[config.mk]
export PLATFORM = sky130hd
export DESIGN_NAME = cihbp_bus_port
export DESIGN_NICKNAME = d
export VERILOG_FILES = /design/src/verilog/cihbp_pkg.sv /design/src/verilog/cihbp_bus_port.sv /design/src/verilog/cihbp_reg_store.sv
export SDC_FILE = /design/constraint.sdc
export NUM_CORES = 1
export LEC_CHECK = 0
export BUFFER_PORTS_ARGS = -buffer_cell sky130_fd_sc_hd__buf_2
export CAP_MARGIN = 20
export CORE_ASPECT_RATIO = 0.8
export CORE_MARGIN = 5
export CORE_UTILIZATION = 61
export CTS_CLUSTER_SIZE = 10
export DETAILED_ROUTE_END_ITERATION = 12
export GPL_TIMING_DRIVEN = 0
export PLACE_DENSITY = 0.78
export SKIP_LAST_GASP = 1
export SYNTH_ARGS = -nofsm -noshare
export SYNTH_HDL_FRONTEND = slang
export SYNTH_SLANG_ARGS = --single-unit
[constraint.sdc]
create_clock -name mclk -period 2.8 [get_ports mclk]
set_input_delay 0.14 -clock mclk [delete_from_list [all_inputs] [get_ports mclk]]
set_output_delay 0.14 -clock mclk [all_outputs]
set_load 0.01 [all_outputs]
[src/verilog/cihbp_pkg.sv]
package cihbp_pkg;
    // register index width and the four direct-address selections
    localparam int          REG_IDX_W      = 6;
    localparam logic [1:0]  SEL_PORTA      = 2'h0;
    localparam logic [1:0]  SEL_PORTB      = 2'h1;
    localparam logic [1:0]  SEL_PORTC      = 2'h2;
    localparam logic [1:0]  SEL_CTRL       = 2'h3;
    // internal indices used for direct port data access and the vector, then reset values
    localparam logic [5:0]  IDX_PORTC_DATA = 6'h0F;
    localparam logic [5:0]  IDX_PORTB_DATA = 6'h0E;
    localparam logic [5:0]  IDX_PORTA_DATA = 6'h0D;
    localparam logic [5:0]  IDX_VECTOR     = 6'h1F;
    localparam logic [7:0]  VECTOR_RESET   = 8'h00;
    localparam logic [7:0]  REG_RESET      = 8'h00;
    // implemented index span of the register store
    localparam logic [5:0]  IDX_LAST       = 6'h2F;
endpackage

[src/verilog/cihbp_bus_port.sv]
`timescale 1ns/1ps
// Function
// RULE_01 - muxed bus latches six address bits
// RULE_02 - muxed read drives data during strobe
// RULE_03 - unimplemented register read stays undriven
// RULE_04 - muxed write loads data on strobe
// RULE_05 - select low and high lines pick device
// RULE_06 - sample address, ack, select under strobe
// RULE_07 - both muxed strobes low resets device
// RULE_08 - pending and enabled pulls request low
// RULE_09 - ack with pending blocks lower chain
// RULE_10 - ack cycle data strobe drives vector
// RULE_11 - vector sets under service, holds chain
// RULE_12 - chain out high only when permitted
// RULE_13 - claim ack only with chain in high
// RULE_14 - two lines select ports or control
// RULE_15 - direct bus acts only when enabled; the code serves ack reads and the strobe reset without chip enable
// RULE_16 - direct read drives data under strobe
// RULE_17 - direct ack read drives vector if highest
// RULE_18 - direct write accepted on write strobe
// RULE_19 - both direct strobes low resets device
// RULE_20 - ack held stable, clock synchronous
// RULE_21 - peripheral clock runs control logic
// RULE_22 - build time choice of bus variant
module cihbp_bus_port
    import cihbp_pkg::*;
#(
    parameter bit MUXED   = 1'b1,
    parameter int SOURCES = 3
) (
    // clock and reset
    input  wire logic               mclk,
    input  wire logic               resetn,
    // multiplexed bus
    input  wire logic               addr_strobe_n,
    input  wire logic               data_strobe_n,
    input  wire logic               readNotWrite,
    input  wire logic               select_low_n,
    input  wire logic               select_high,
    // non-multiplexed bus
    input  wire logic [1:0]         reg_select_lines,
    input  wire logic               chipEnable_n,
    input  wire logic               readStrobe_n,
    input  wire logic               writeStrobe_n,
    // shared data pins
    input  wire logic [7:0]         dataIn,
    output logic      [7:0]         dataOut,
    output logic                    dataOe,
    // interrupt chain
    input  wire logic               vector_ack_n,
    input  wire logic               chain_priority_in,
    output logic                    chain_priority_out,
    output logic                    intReqOut,
    output logic                    intReqOe,
    // internal side
    input  wire logic [SOURCES-1:0] srcEvent,
    input  wire logic [SOURCES-1:0] srcClear,
    input  wire logic               intEnable,
    input  wire logic [7:0]         vectorValue,
    output logic [SOURCES-1:0]      pending_flag,
    output logic [SOURCES-1:0]      under_service_flag,
    output logic                    strobeReset
);
    initial begin
        if (SOURCES < 1 || SOURCES > 8) $error("SOURCES out of range");
    end

    // one-hot steps of the direct control access
    typedef enum logic [1:0] {
        CTRL_PTR  = 2'b01,
        CTRL_DATA = 2'b10
    } cihbp_ctrl_e;
    cihbp_ctrl_e          ctrlState;

    logic [REG_IDX_W-1:0] regIdx;
    logic                 ackLatched;
    logic                 selLatched;
    logic                 busSelected;
    logic                 rdActive;
    logic                 wrActive;
    logic                 ackActive;
    logic                 rdPrev;
    logic                 wrPrev;
    logic                 wrPulse;
    logic                 rdStart;
    logic                 ackClaim;
    logic                 anyPending;
    logic                 anyService;
    logic                 fullReset;
    logic [7:0]           storeData;
    logic [REG_IDX_W-1:0] accIdx;
    logic [SOURCES-1:0]   topPending;
    logic                 vecHold;
    logic                 ctrlAccess;
    logic                 ptrLoad;

    // the whole block runs on the peripheral clock, strobes taken as synchronous [RULE_21]
    assign fullReset = MUXED ? (!addr_strobe_n && !data_strobe_n)    // [RULE_07]
                             : (!readStrobe_n && !writeStrobe_n);    // [RULE_19]
    assign strobeReset = fullReset;

    // address phase capture; select low is latched, select high is live [RULE_06]
    always_ff @(posedge mclk) begin
        if (!resetn || fullReset) begin
            regIdx     <= '0;
            ackLatched <= 1'b0;
            selLatched <= 1'b0;
        end else if (MUXED && !addr_strobe_n) begin
            regIdx     <= dataIn[REG_IDX_W-1:0];    // [RULE_01]
            ackLatched <= !vector_ack_n;
            selLatched <= !select_low_n;
        end else if (!MUXED && ptrLoad) begin
            regIdx     <= dataIn[REG_IDX_W-1:0];    // [RULE_14]
        end
    end

    // variant selection at build time, same internal access either way [RULE_22]
    always_comb begin
        if (MUXED) begin
            busSelected = selLatched && select_high;    // [RULE_05]
            ackActive   = ackLatched && !data_strobe_n && addr_strobe_n;
            rdActive    = busSelected && !ackLatched && !data_strobe_n && addr_strobe_n && readNotWrite;
            wrActive    = busSelected && !ackLatched && !data_strobe_n && addr_strobe_n && !readNotWrite;
            accIdx      = regIdx;
        end else begin
            busSelected = !chipEnable_n;    // [RULE_15]
            // ack level is trusted as clock synchronous and stable [RULE_20]
            ackActive   = !vector_ack_n && !readStrobe_n && writeStrobe_n;
            rdActive    = busSelected && vector_ack_n && !readStrobe_n && writeStrobe_n;    // [RULE_16]
            wrActive    = busSelected && vector_ack_n && !writeStrobe_n && readStrobe_n;    // [RULE_18]
            case (reg_select_lines)    // [RULE_14]
                SEL_PORTA: accIdx = IDX_PORTA_DATA;
                SEL_PORTB: accIdx = IDX_PORTB_DATA;
                SEL_PORTC: accIdx = IDX_PORTC_DATA;
                SEL_CTRL:  accIdx = regIdx;
                default:   accIdx = regIdx;
            endcase
        end
    end

    // one write per strobe, not one per clock
    always_ff @(posedge mclk) begin
        if (!resetn || fullReset) begin
            rdPrev <= 1'b0;
            wrPrev <= 1'b0;
        end else begin
            rdPrev <= rdActive || ackActive;
            wrPrev <= wrActive;
        end
    end
    assign wrPulse = wrActive && !wrPrev;    // [RULE_04]
    assign rdStart = (rdActive || ackActive) && !rdPrev;

    // direct control access uses the low data bits as pointer on a write;
    // two steps because two address lines cannot reach the whole store
    assign ctrlAccess = !MUXED && (rdStart || wrPulse) && !ackActive && reg_select_lines == SEL_CTRL;
    assign ptrLoad    = ctrlAccess && wrPulse && ctrlState == CTRL_PTR;    // [RULE_14]

    always_ff @(posedge mclk) begin
        if (!resetn || fullReset) begin
            ctrlState <= CTRL_PTR;
        end else if (ctrlAccess) begin
            case (ctrlState)
                CTRL_PTR:  ctrlState <= wrPulse ? CTRL_DATA : CTRL_PTR;
                CTRL_DATA: ctrlState <= CTRL_PTR;
                default:   ctrlState <= CTRL_PTR;
            endcase
        end
    end

    cihbp_reg_store #(
        .DEPTH(48)
    ) uStore (
        .mclk   (mclk),
        .resetn (resetn && !fullReset),
        .wrEn   (wrPulse && accIdx != IDX_VECTOR && !ptrLoad),
        .idx    (accIdx),
        .wrData (dataIn),
        .rdData (storeData)
    );

    // interrupt flags; a new event wins over a clear in the same cycle
    assign anyPending = |pending_flag;
    assign anyService = |under_service_flag;
    assign ackClaim   = chain_priority_in && anyPending && !anyService;    // [RULE_13]

    always_comb begin
        topPending = '0;
        for (int i = SOURCES - 1; i >= 0; i--) begin
            if (pending_flag[i]) topPending = '0;
            if (pending_flag[i]) topPending[i] = 1'b1;
        end
    end

    always_ff @(posedge mclk) begin
        if (!resetn || fullReset) begin
            pending_flag <= '0;
        end else begin
            pending_flag <= (pending_flag & ~srcClear) | srcEvent;
        end
    end

    always_ff @(posedge mclk) begin
        if (!resetn || fullReset) begin
            under_service_flag <= '0;
        end else if (ackActive && rdStart && ackClaim) begin
            under_service_flag <= under_service_flag | topPending;    // [RULE_11]
        end else begin
            under_service_flag <= under_service_flag & ~srcClear;
        end
    end

    // vector stays on the bus for the whole strobe, after service has already been set
    always_ff @(posedge mclk) begin
        if (!resetn || fullReset) begin
            vecHold <= 1'b0;
        end else begin
            vecHold <= ackActive && (ackClaim || vecHold);    // [RULE_10]
        end
    end

    // open drain request: only ever driven low [RULE_08]
    assign intReqOut = 1'b0;
    assign intReqOe  = anyPending && intEnable && !anyService;

    // chain out drops on service or on ack while requesting [RULE_09] [RULE_12]
    assign chain_priority_out = chain_priority_in && !anyService
                                && !(!vector_ack_n && anyPending);

    // data pins registered; unimplemented index leaves them released
    always_ff @(posedge mclk) begin
        if (!resetn || fullReset) begin
            dataOut <= 8'h00;
            dataOe  <= 1'b0;
        end else if (ackActive && (ackClaim || vecHold)) begin
            dataOut <= vectorValue;    // [RULE_10] [RULE_17]
            dataOe  <= 1'b1;
        end else if (rdActive && accIdx == IDX_VECTOR) begin
            dataOut <= vectorValue;
            dataOe  <= 1'b1;
        end else if (rdActive && accIdx <= IDX_LAST) begin
            dataOut <= storeData;    // [RULE_02]
            dataOe  <= !rdStart;
        end else begin
            dataOut <= 8'h00;
            dataOe  <= 1'b0;    // [RULE_03]
        end
    end

    AST_MUX_RESET: assert property (@(posedge mclk) disable iff (!resetn)
        (MUXED && !addr_strobe_n && !data_strobe_n) |=> (pending_flag == '0 && !dataOe))    // [RULE_07]
        else $error("strobe reset missed");
    AST_DIR_RESET: assert property (@(posedge mclk) disable iff (!resetn)
        (!MUXED && !readStrobe_n && !writeStrobe_n) |=> (under_service_flag == '0))    // [RULE_19]
        else $error("direct strobe reset missed");
    AST_UNMAPPED: assert property (@(posedge mclk) disable iff (!resetn)
        (rdActive && accIdx > IDX_LAST && accIdx != IDX_VECTOR && !ackActive) |=> !dataOe)    // [RULE_03]
        else $error("unmapped read drove bus");
    AST_REQ: assert property (@(posedge mclk) disable iff (!resetn)
        (anyPending && intEnable && !anyService) |-> intReqOe)    // [RULE_08]
        else $error("request not driven");
    AST_CHAIN_ACK: assert property (@(posedge mclk) disable iff (!resetn)
        (!vector_ack_n && anyPending) |-> !chain_priority_out)    // [RULE_09]
        else $error("chain not blocked on ack");
    AST_CHAIN_HIGH: assert property (@(posedge mclk) disable iff (!resetn)
        chain_priority_out |-> (chain_priority_in && !anyService))    // [RULE_12]
        else $error("chain out high illegally");
    AST_SERVICE_HOLD: assert property (@(posedge mclk) disable iff (!resetn || fullReset)
        (ackActive && rdStart && ackClaim) |=> (anyService && !chain_priority_out))    // [RULE_11]
        else $error("service flag not set");
    AST_VECTOR: assert property (@(posedge mclk) disable iff (!resetn || fullReset)
        (ackActive && ackClaim) |=> (dataOe && dataOut == $past(vectorValue)))    // [RULE_10]
        else $error("vector not driven");
    AST_NO_CLAIM: assert property (@(posedge mclk) disable iff (!resetn || fullReset)
        (ackActive && !chain_priority_in && !rdActive) |=> !dataOe)    // [RULE_13]
        else $error("vector driven without chain");
    AST_DISABLED: assert property (@(posedge mclk) disable iff (!resetn || fullReset)
        (!MUXED && chipEnable_n && !ackActive) |=> !dataOe)    // [RULE_15]
        else $error("driven while not enabled");


    // bus access checks
    AST_IDX_LATCH: assert property (@(posedge mclk) disable iff (!resetn || fullReset)
        (MUXED && !addr_strobe_n) |=> (regIdx == $past(dataIn[REG_IDX_W-1:0])))    // [RULE_01]
        else $error("index not latched");
    AST_ACK_LATCH: assert property (@(posedge mclk) disable iff (!resetn || fullReset)
        (MUXED && !addr_strobe_n) |=> (ackLatched == !$past(vector_ack_n) && selLatched == !$past(select_low_n)))    // [RULE_06]
        else $error("address phase not sampled");
    AST_MUX_READ: assert property (@(posedge mclk) disable iff (!resetn || fullReset)
        (MUXED && rdActive && !rdStart && accIdx <= IDX_LAST && accIdx != IDX_VECTOR)
        |=> (dataOe && dataOut == $past(storeData)))    // [RULE_02]
        else $error("muxed read data missing");
    AST_UNSELECTED: assert property (@(posedge mclk) disable iff (!resetn || fullReset)
        (MUXED && !select_high && !ackActive) |=> !dataOe)    // [RULE_05]
        else $error("driven while unselected");
    AST_WRITE_EDGE: assert property (@(posedge mclk) disable iff (!resetn || fullReset)
        wrPulse |=> !wrPulse)    // [RULE_04]
        else $error("second write in one strobe");
    AST_ACK_NO_WRITE: assert property (@(posedge mclk) disable iff (!resetn || fullReset)
        ackActive |-> !wrPulse)    // [RULE_10]
        else $error("write during acknowledge");

    // interrupt chain checks
    AST_VEC_STANDS: assert property (@(posedge mclk) disable iff (!resetn || fullReset)
        (ackActive && vecHold) |=> dataOe)    // [RULE_10]
        else $error("vector dropped under strobe");
    AST_SERVICE_KEEP: assert property (@(posedge mclk) disable iff (!resetn)
        anyService |-> !chain_priority_out)    // [RULE_11]
        else $error("chain open under service");
    AST_REQ_OFF: assert property (@(posedge mclk) disable iff (!resetn)
        !intEnable |-> !intReqOe)    // [RULE_08]
        else $error("request while disabled");
    AST_PEND_SET: assert property (@(posedge mclk) disable iff (!resetn || fullReset)
        (srcEvent != '0) |=> ((pending_flag & $past(srcEvent)) == $past(srcEvent)))    // [RULE_08]
        else $error("pending flag not set");
    AST_CHAIN_IN_LOW: assert property (@(posedge mclk) disable iff (!resetn)
        !chain_priority_in |-> !chain_priority_out)    // [RULE_12]
        else $error("chain passed without input");

    // direct bus checks
    AST_DIR_READ: assert property (@(posedge mclk) disable iff (!resetn || fullReset)
        (!MUXED && rdActive && !rdStart && accIdx <= IDX_LAST && accIdx != IDX_VECTOR)
        |=> (dataOe && dataOut == $past(storeData)))    // [RULE_16]
        else $error("direct read data missing");
    AST_DIR_MAP: assert property (@(posedge mclk) disable iff (!resetn)
        (!MUXED && reg_select_lines == SEL_PORTA) |-> (accIdx == IDX_PORTA_DATA))    // [RULE_14]
        else $error("port line mapping wrong");
    AST_PTR_LOAD: assert property (@(posedge mclk) disable iff (!resetn || fullReset)
        ptrLoad |=> (regIdx == $past(dataIn[REG_IDX_W-1:0]) && ctrlState == CTRL_DATA))    // [RULE_14]
        else $error("control pointer not loaded");
    AST_CTRL_ONEHOT: assert property (@(posedge mclk) disable iff (!resetn)
        $onehot(ctrlState))    // [RULE_14]
        else $error("control step not one-hot");
    AST_DIR_WRITE_GATE: assert property (@(posedge mclk) disable iff (!resetn)
        (!MUXED && chipEnable_n) |-> !wrPulse)    // [RULE_15]
        else $error("write while not enabled");

    // scenario coverage
    COV_READ:  cover property (@(posedge mclk) rdActive && dataOe);
    COV_WRITE: cover property (@(posedge mclk) wrPulse);
    COV_ACK:   cover property (@(posedge mclk) ackActive && ackClaim);
    COV_CTRL:  cover property (@(posedge mclk) ptrLoad);
    COV_CLASH: cover property (@(posedge mclk) fullReset && resetn);
endmodule

[src/verilog/cihbp_reg_store.sv]
`timescale 1ns/1ps
module cihbp_reg_store
    import cihbp_pkg::*;
#(
    parameter int DEPTH = 48
) (
    // clock and reset
    input  wire logic                 mclk,
    input  wire logic                 resetn,
    // access
    input  wire logic                 wrEn,
    input  wire logic [REG_IDX_W-1:0] idx,
    input  wire logic [7:0]           wrData,
    output logic      [7:0]           rdData
);
    initial begin
        if (DEPTH < 1 || DEPTH > 64) $error("DEPTH out of range");
    end

    logic [7:0] mem [DEPTH];

    always_ff @(posedge mclk) begin
        if (!resetn) begin
            for (int i = 0; i < DEPTH; i++) mem[i] <= REG_RESET;
        end else if (wrEn && int'(idx) < DEPTH) begin
            mem[idx] <= wrData;
        end
    end

    // registered read keeps the bus drive glitch free
    always_ff @(posedge mclk) begin
        if (!resetn) begin
            rdData <= REG_RESET;
        end else if (int'(idx) < DEPTH) begin
            rdData <= mem[idx];
        end else begin
            rdData <= REG_RESET;
        end
    end
endmodule

---- After elaboration in Yosys (flattened, before gate mapping) ----
Memories as Yosys holds them, arrays and structs flattened. A register that Yosys moved wholly into a read port is not among the register bits.
Index checks and enable logic that the tools add are counted.
storage, ports and cells
  register bits ........................... 26
  latch bits .............................. 0
  memory bits (writable) .................. 384
  bits in read-only memories .............. 0
  input bits .............................. 37
  output and inout bits ................... 19
  word-level logic and storage cells ...... 86
  memories kept ........................... 1
operators by class
  $add $sub $neg .......................... 0
  multiply operators ...................... 0
  divide/modulo/power cells ............... 0
  $lt $le $gt $ge ......................... 2
  eq/ne operators ......................... 2
  shifts and indexed selects .............. 0
  muxes and demuxes ....................... 19
  bitwise logic cells ..................... 5
  reductions and logical operators ........ 47
memories
  memory      words  bits a word  rd ports  clocked after Yosys merged registers in  write ports  line                   RTL
  uStore.mem  48     8            1         1                                        48           cihbp_reg_store.sv:20  logic [7:0] mem [DEPTH];
operators by type and width
  operator                                               count
  2-to-1 mux 8 bit                                       4
  logical AND 1 bit                                      26
  zero test 1 bit                                        14
  2-to-1 mux 1 bit                                       11
  2-to-1 mux 3 bit                                       3
  OR reduction 8 bit                                     1
  AND 3 bit                                              2
  == test 6 x 5 -> 1 bit, second input constant          1
  less-or-equal comparator 6 bit, second input constant  1
  less-than comparator 6 bit, second input constant      1
  2-to-1 mux 6 bit                                       1
  != test 6 x 5 -> 1 bit, second input constant          1
  bitwise OR 3 bit                                       2
  OR reduction 3 bit                                     2
  logical OR 1 bit                                       3
  NOT 3 bit                                              1
  AND reduction 2 bit                                    1

---- Longest topological paths before layout ----
  depth after elaboration ................. 13
  depth in mapped cells ................... 9
  depth with buffers taken out ............ 7

---- Modules after synthesis ----
From an unflattened synthesis, not the netlist that was laid out.
unflattened totals
  cell total of the unflattened synthesis .. 1479
  area total of the unflattened synthesis .. 19302.3 um^2
by module, submodules not included
  module           times used  cells each  area an instance (um^2)  seq. area each (um^2)
  cihbp_reg_store  1           1358        18220.0                  11691.2
  cihbp_bus_port   1           121         1082.3                   520.5

---- Worst setup path after synthesis ----
Ideal clock, no wire load.
  kind .................................... register -> register
  start point ............................. reg regIdx[5], in the netlist accIdx[5]
  end point ............................... mem uStore.mem[32][0], enable pin
  setup time .............................. 384 ps
  data arrival time ....................... 2054 ps
  data required time ...................... 2416 ps
  path slack .............................. 362 ps
  cell stages (with the launch flop) ...... 6
  buffers on the path ..................... 2
  period minus slack after synthesis ...... 2438 ps
  cells stage by stage .................... dfxtp_1 -> buf_4 -> nor3b_1 -> nand4_1 -> buf_4 -> o21ai_0
RTL lines
  what                    line                   RTL
  start, declared         cihbp_bus_port.sv:75   logic [REG_IDX_W-1:0] regIdx;
  start signal, assigned  cihbp_bus_port.sv:109  regIdx <= dataIn[REG_IDX_W-1:0];
  start signal, assigned  cihbp_bus_port.sv:113  regIdx <= dataIn[REG_IDX_W-1:0];
  end, declared           cihbp_reg_store.sv:20

---- Worst setup path in the final report ----
  start point ............................. reg regIdx[2], in the netlist accIdx[2]
  end point ............................... reg uStore.rdData[3] (read register of uStore.mem)
between the ends
  word-level cells in the longest chain between the ends .. 3
RTL lines
  what                           line                   RTL
  less-than comparator 6 bit     cihbp_reg_store.sv:34  end else if (int'(idx) < DEPTH) begin
  AND reduction 2 bit (no line)  -
  zero test 1 bit (no line)      -
  end, declared                  cihbp_reg_store.sv:14  output logic [7:0] rdData
Parallel ways exist; a longest one is shown, timed or not.
A chain may end at the register's enable or synchronous reset.

==> out/results.txt <==
Max Cap Viol: 0
DRT antenna net count: 0
Fin area: 0.0222 mm2
Detail Placement HPWL: 42500 um
Setup ws final: -149 ps
RSZ-0062 raised after global routing: true
Crit path DAT: 3370 ps
Top cell type's share of synthesized area: 59.6%
Worst r2r dst: uStore.rdData[3]$_SDFF_PN0_
Area leader, netlist: edfxtp_1
Seq cells post-synth: 418
CP Max Fanout: 10
Yosys warnings: 0
Internal power: 10.6 mW
GPL Wtd Cong: 1.05
Net Sw Frac: 24.1%
Clk slew on worst S/H paths: 60 ps
H-tree Lvls: 2
Mapped cell area: 0.0194 mm2
Clock power share: 39.6%
Vias in the first global route: 13600
Largest net degree at the start of global routing: 18
Pwr Total: 13.9 mW
Nets: 1676
Min-delay worst type: in -> reg
Die Width: 209 um
Slew Limit Fails: 0
Count leader, synth: edfxtp_1
Comb pwr share: 8.8%
Max-slew headroom: 28.2%
CTS tree: built
Largest cells by area after synthesis: edfxtp_1, and2_1, dfxtp_1
Sequential share of the synthesized area: 63.1%
Overall overflow remaining after global route: 0
CP startpoint kind: register
Syn Area/Cell: 13.1 um2
Reg-to-reg startpoint: accIdx[2]$_SDFFE_PP0N_
Status: finished, violations left
Routed vias: 14000
Post-synth top flop: edfxtp_1
Hold EP: vecHold$_SDFF_PP0_
DRC: 0
Count of cell types in the netlist: 59
Die area: 0.0354 mm2
Dpl ws: -976 ps
Cell Rows: 58
# IOs: 56
GRT Overall Usage: 34.9%
Min Tclk post-route: 2950 ps
Slew @ Worst Pin: 1080 ps
Drt first pass iters: 6
Port Buffer Count: 41
Flop pwr share: 51.6%
Post-Synthesis Cells: 1483
Initial antenna violation count: 1
Final setup viols: 23
Area after DPL: 0.0204 mm2
Area growth syn-to-layout: 14.7%
Fin. Hold Viols: 0
Synth top cells by count: edfxtp_1, and2_1, o21ai_0, clkbuf_1, nor2_1
Total wire length: 62900 um
Ratio of final minimum period to clock period: 105%
Root Buffer: clkbuf_16
Die H: 169 um
Clock Path Buffers: 3
Async SR Flop Fraction: 0%
Proportion of layout cells with a drive suffix above 1: 19.6%
Clk_lat worst skew: 580 ps
Detailed router's first-iteration violation count: 2207
FMAX: 339 MHz
Worst setup EP type: register
Worst hold stages: 4
Initial cell density of the core: 61.8%
TritonCTS Buffers: 47
Worst R2R Path Depth: 8
Routed WL per cell: 30.2 um
Setup TNS: -728 ps
Sw power: 3.36 mW
Core area: 0.0314 mm2
Clock Skew: 24.1 ps
First-pass GRT wire length: 89700 um
Pwr Density: 628 mW/mm2
Vias per cell: 6.71
Fillers: 2160
Leak: 8.13 nW
CP required: 3220 ps
Kind of critical path: reg -> reg
Number of synthesized flops with an enable pin: 384
Max VDD drop: 0.575 mV
Hold Path Origin: addr_strobe_n
Reg2Reg Setup Slack: -150 ps
Clock Sinks: 418
Failing checks: setup timing
[layout make-up]
class	instances	area, um2	area share (%)
antenna	1	2.50	0.0113
buffer	120	616	2.77
clock buffer	74	1290	5.80
clock inverter	1	8.76	0.0394
inverter	8	30.0	0.135
multi-input combinational	942	6840	30.8
sequential	418	12200	55.0
tap	420	526	2.37
timing repair buffer	102	691	3.11
[power by group through the flow]
stage          Combinational [mW]  Sequential [mW]  Clock (mW)
5_1_grt                      1.25             7.20        5.74
4_1_cts                      1.15             7.19        5.47
6_report                     1.23             7.19        5.52
3_5_place_dp                 1.09             7.31           0
2_1_floorplan               0.599             7.28           0
3_3_place_gp                 1.03             7.31           0
[how the worst max path moves through the flow]
stage | start | endpoint | slack (ps) | depth (start not counted)
final | accIdx[2]$_SDFFE_PP0N_ | uStore.rdData[3]$_SDFF_PN0_ | -150 | 8
after global routing | accIdx[4]$_SDFFE_PP0N_ | uStore.mem[16][6]$_SDFFCE_PN0P_ | -100 | 6
after CTS | selLatched$_SDFFE_PP0N_ | uStore.mem[15][3]$_SDFFCE_PN0P_ | -200 | 7
after detailed placement | accIdx[2]$_SDFFE_PP0N_ | uStore.mem[30][2]$_SDFFCE_PN0P_ | -980 | 7
after global placement | accIdx[2]$_SDFFE_PP0N_ | uStore.mem[37][6]$_SDFFCE_PN0P_ | -1070 | 7
after floorplan | accIdx[5]$_SDFFE_PP0N_ | uStore.mem[32][0]$_SDFFCE_PN0P_ | 360 | 5
[sequential cells by signal, summed over array words and instances (netlist names)]
register / count
accIdx: 6
ackLatched: 1
dataOe: 1
dataOut: 8
pending_flag: 3
rdPrev: 1
selLatched: 1
uStore.mem: 384
uStore.rdData: 8
under_service_flag: 3
vecHold: 1
wrPrev: 1
[worst max-delay path, stage by stage, from the launching register on]
cell      delay, ps
dfxtp_1         300
buf_2           240
buf_2           380
buf_4           390
clkbuf_4        370
nand2_1         140
a21boi_0        480
nor4b_1         120
a31oi_1         380
[per-stage QoR]
stage	hold WS [ps]	util, %	instances
after floorplan	257	-	1491
after global placement	353	64.2	1952
after detailed placement	366	64.9	1988
after CTS	41.5	70.4	2087
after global routing	82.2	70.9	2086
final	49.9	70.9	2086
[logic make-up (layout without fill, tap and decap cells)]
kind of cell | after synthesis | after routing | synth area share (%)
AND/OR/NAND/NOR | 587 | 587 | 18.3
flip-flops | 418 | 418 | 63.1
AO/OA/AOI/OAI | 240 | 240 | 8.36
buffers and inverters | 131 | 305 | 2.94
multiplexers | 106 | 106 | 7.34
other | 1 | 10 | 0.0194
[placed cells by master, fill, tap and decap left out, types with 5 or more instances in the layout]
master         netlist  final
o21ai_1              0     12
nand2_1             37     36
a221oi_1            48     48
mux4_2              26     26
nor2_1              56     53
clkbuf_16            0     47
edfxtp_1           384    384
nor2_4              10     10
mux2i_1             52     52
nor2b_1              9      8
o21ai_0             69     28
o22a_1              14     14
nor2_2               9     12
buf_2               50     84
mux2_2              28     28
inv_1                6      6
dfxtp_1             34     34
and2_1             379    379
nand4_1              6      6
nand3b_1             5      5
buf_4                4     36
nand3_1             21     19
dlygate4sd3_1        0     22
or3b_2               8      8
clkbuf_1            61     77
a22oi_1             25     25
o21ai_2              0     22
conb_1               1      9
o22ai_1             15     15
a31oi_1             10      9
o21ai_4              0      7
nand2b_1            18     16
clkbuf_2             0      7
clkbuf_4             0     14
a21oi_1             35     35
[layer usage]
| layer | track usage, % | part of all wire (%) | vias to the layer above |
|---|---|---|---|
| met5 | 0 | 0 | - |
| met4 | 17.5 | 6.2 | 0 |
| met3 | 12.7 | 16 | 245 |
| met2 | 49.4 | 41 | 1242 |
| met1 | 48.1 | 37 | 6738 |
| li1 | - | - | 5768 |
[timing repair]
item | 4_1_cts | 5_1_grt
hold endpoints to repair | 18 | 0
endpoints found under the setup margin | 538 | 253
gates resized for setup | 78 | 60
hold buffers | 22 | 0
setup buffers | 2 | 0
pin swaps | 1 | 1
No activity file was read; power rests on OpenSTA's default activity.
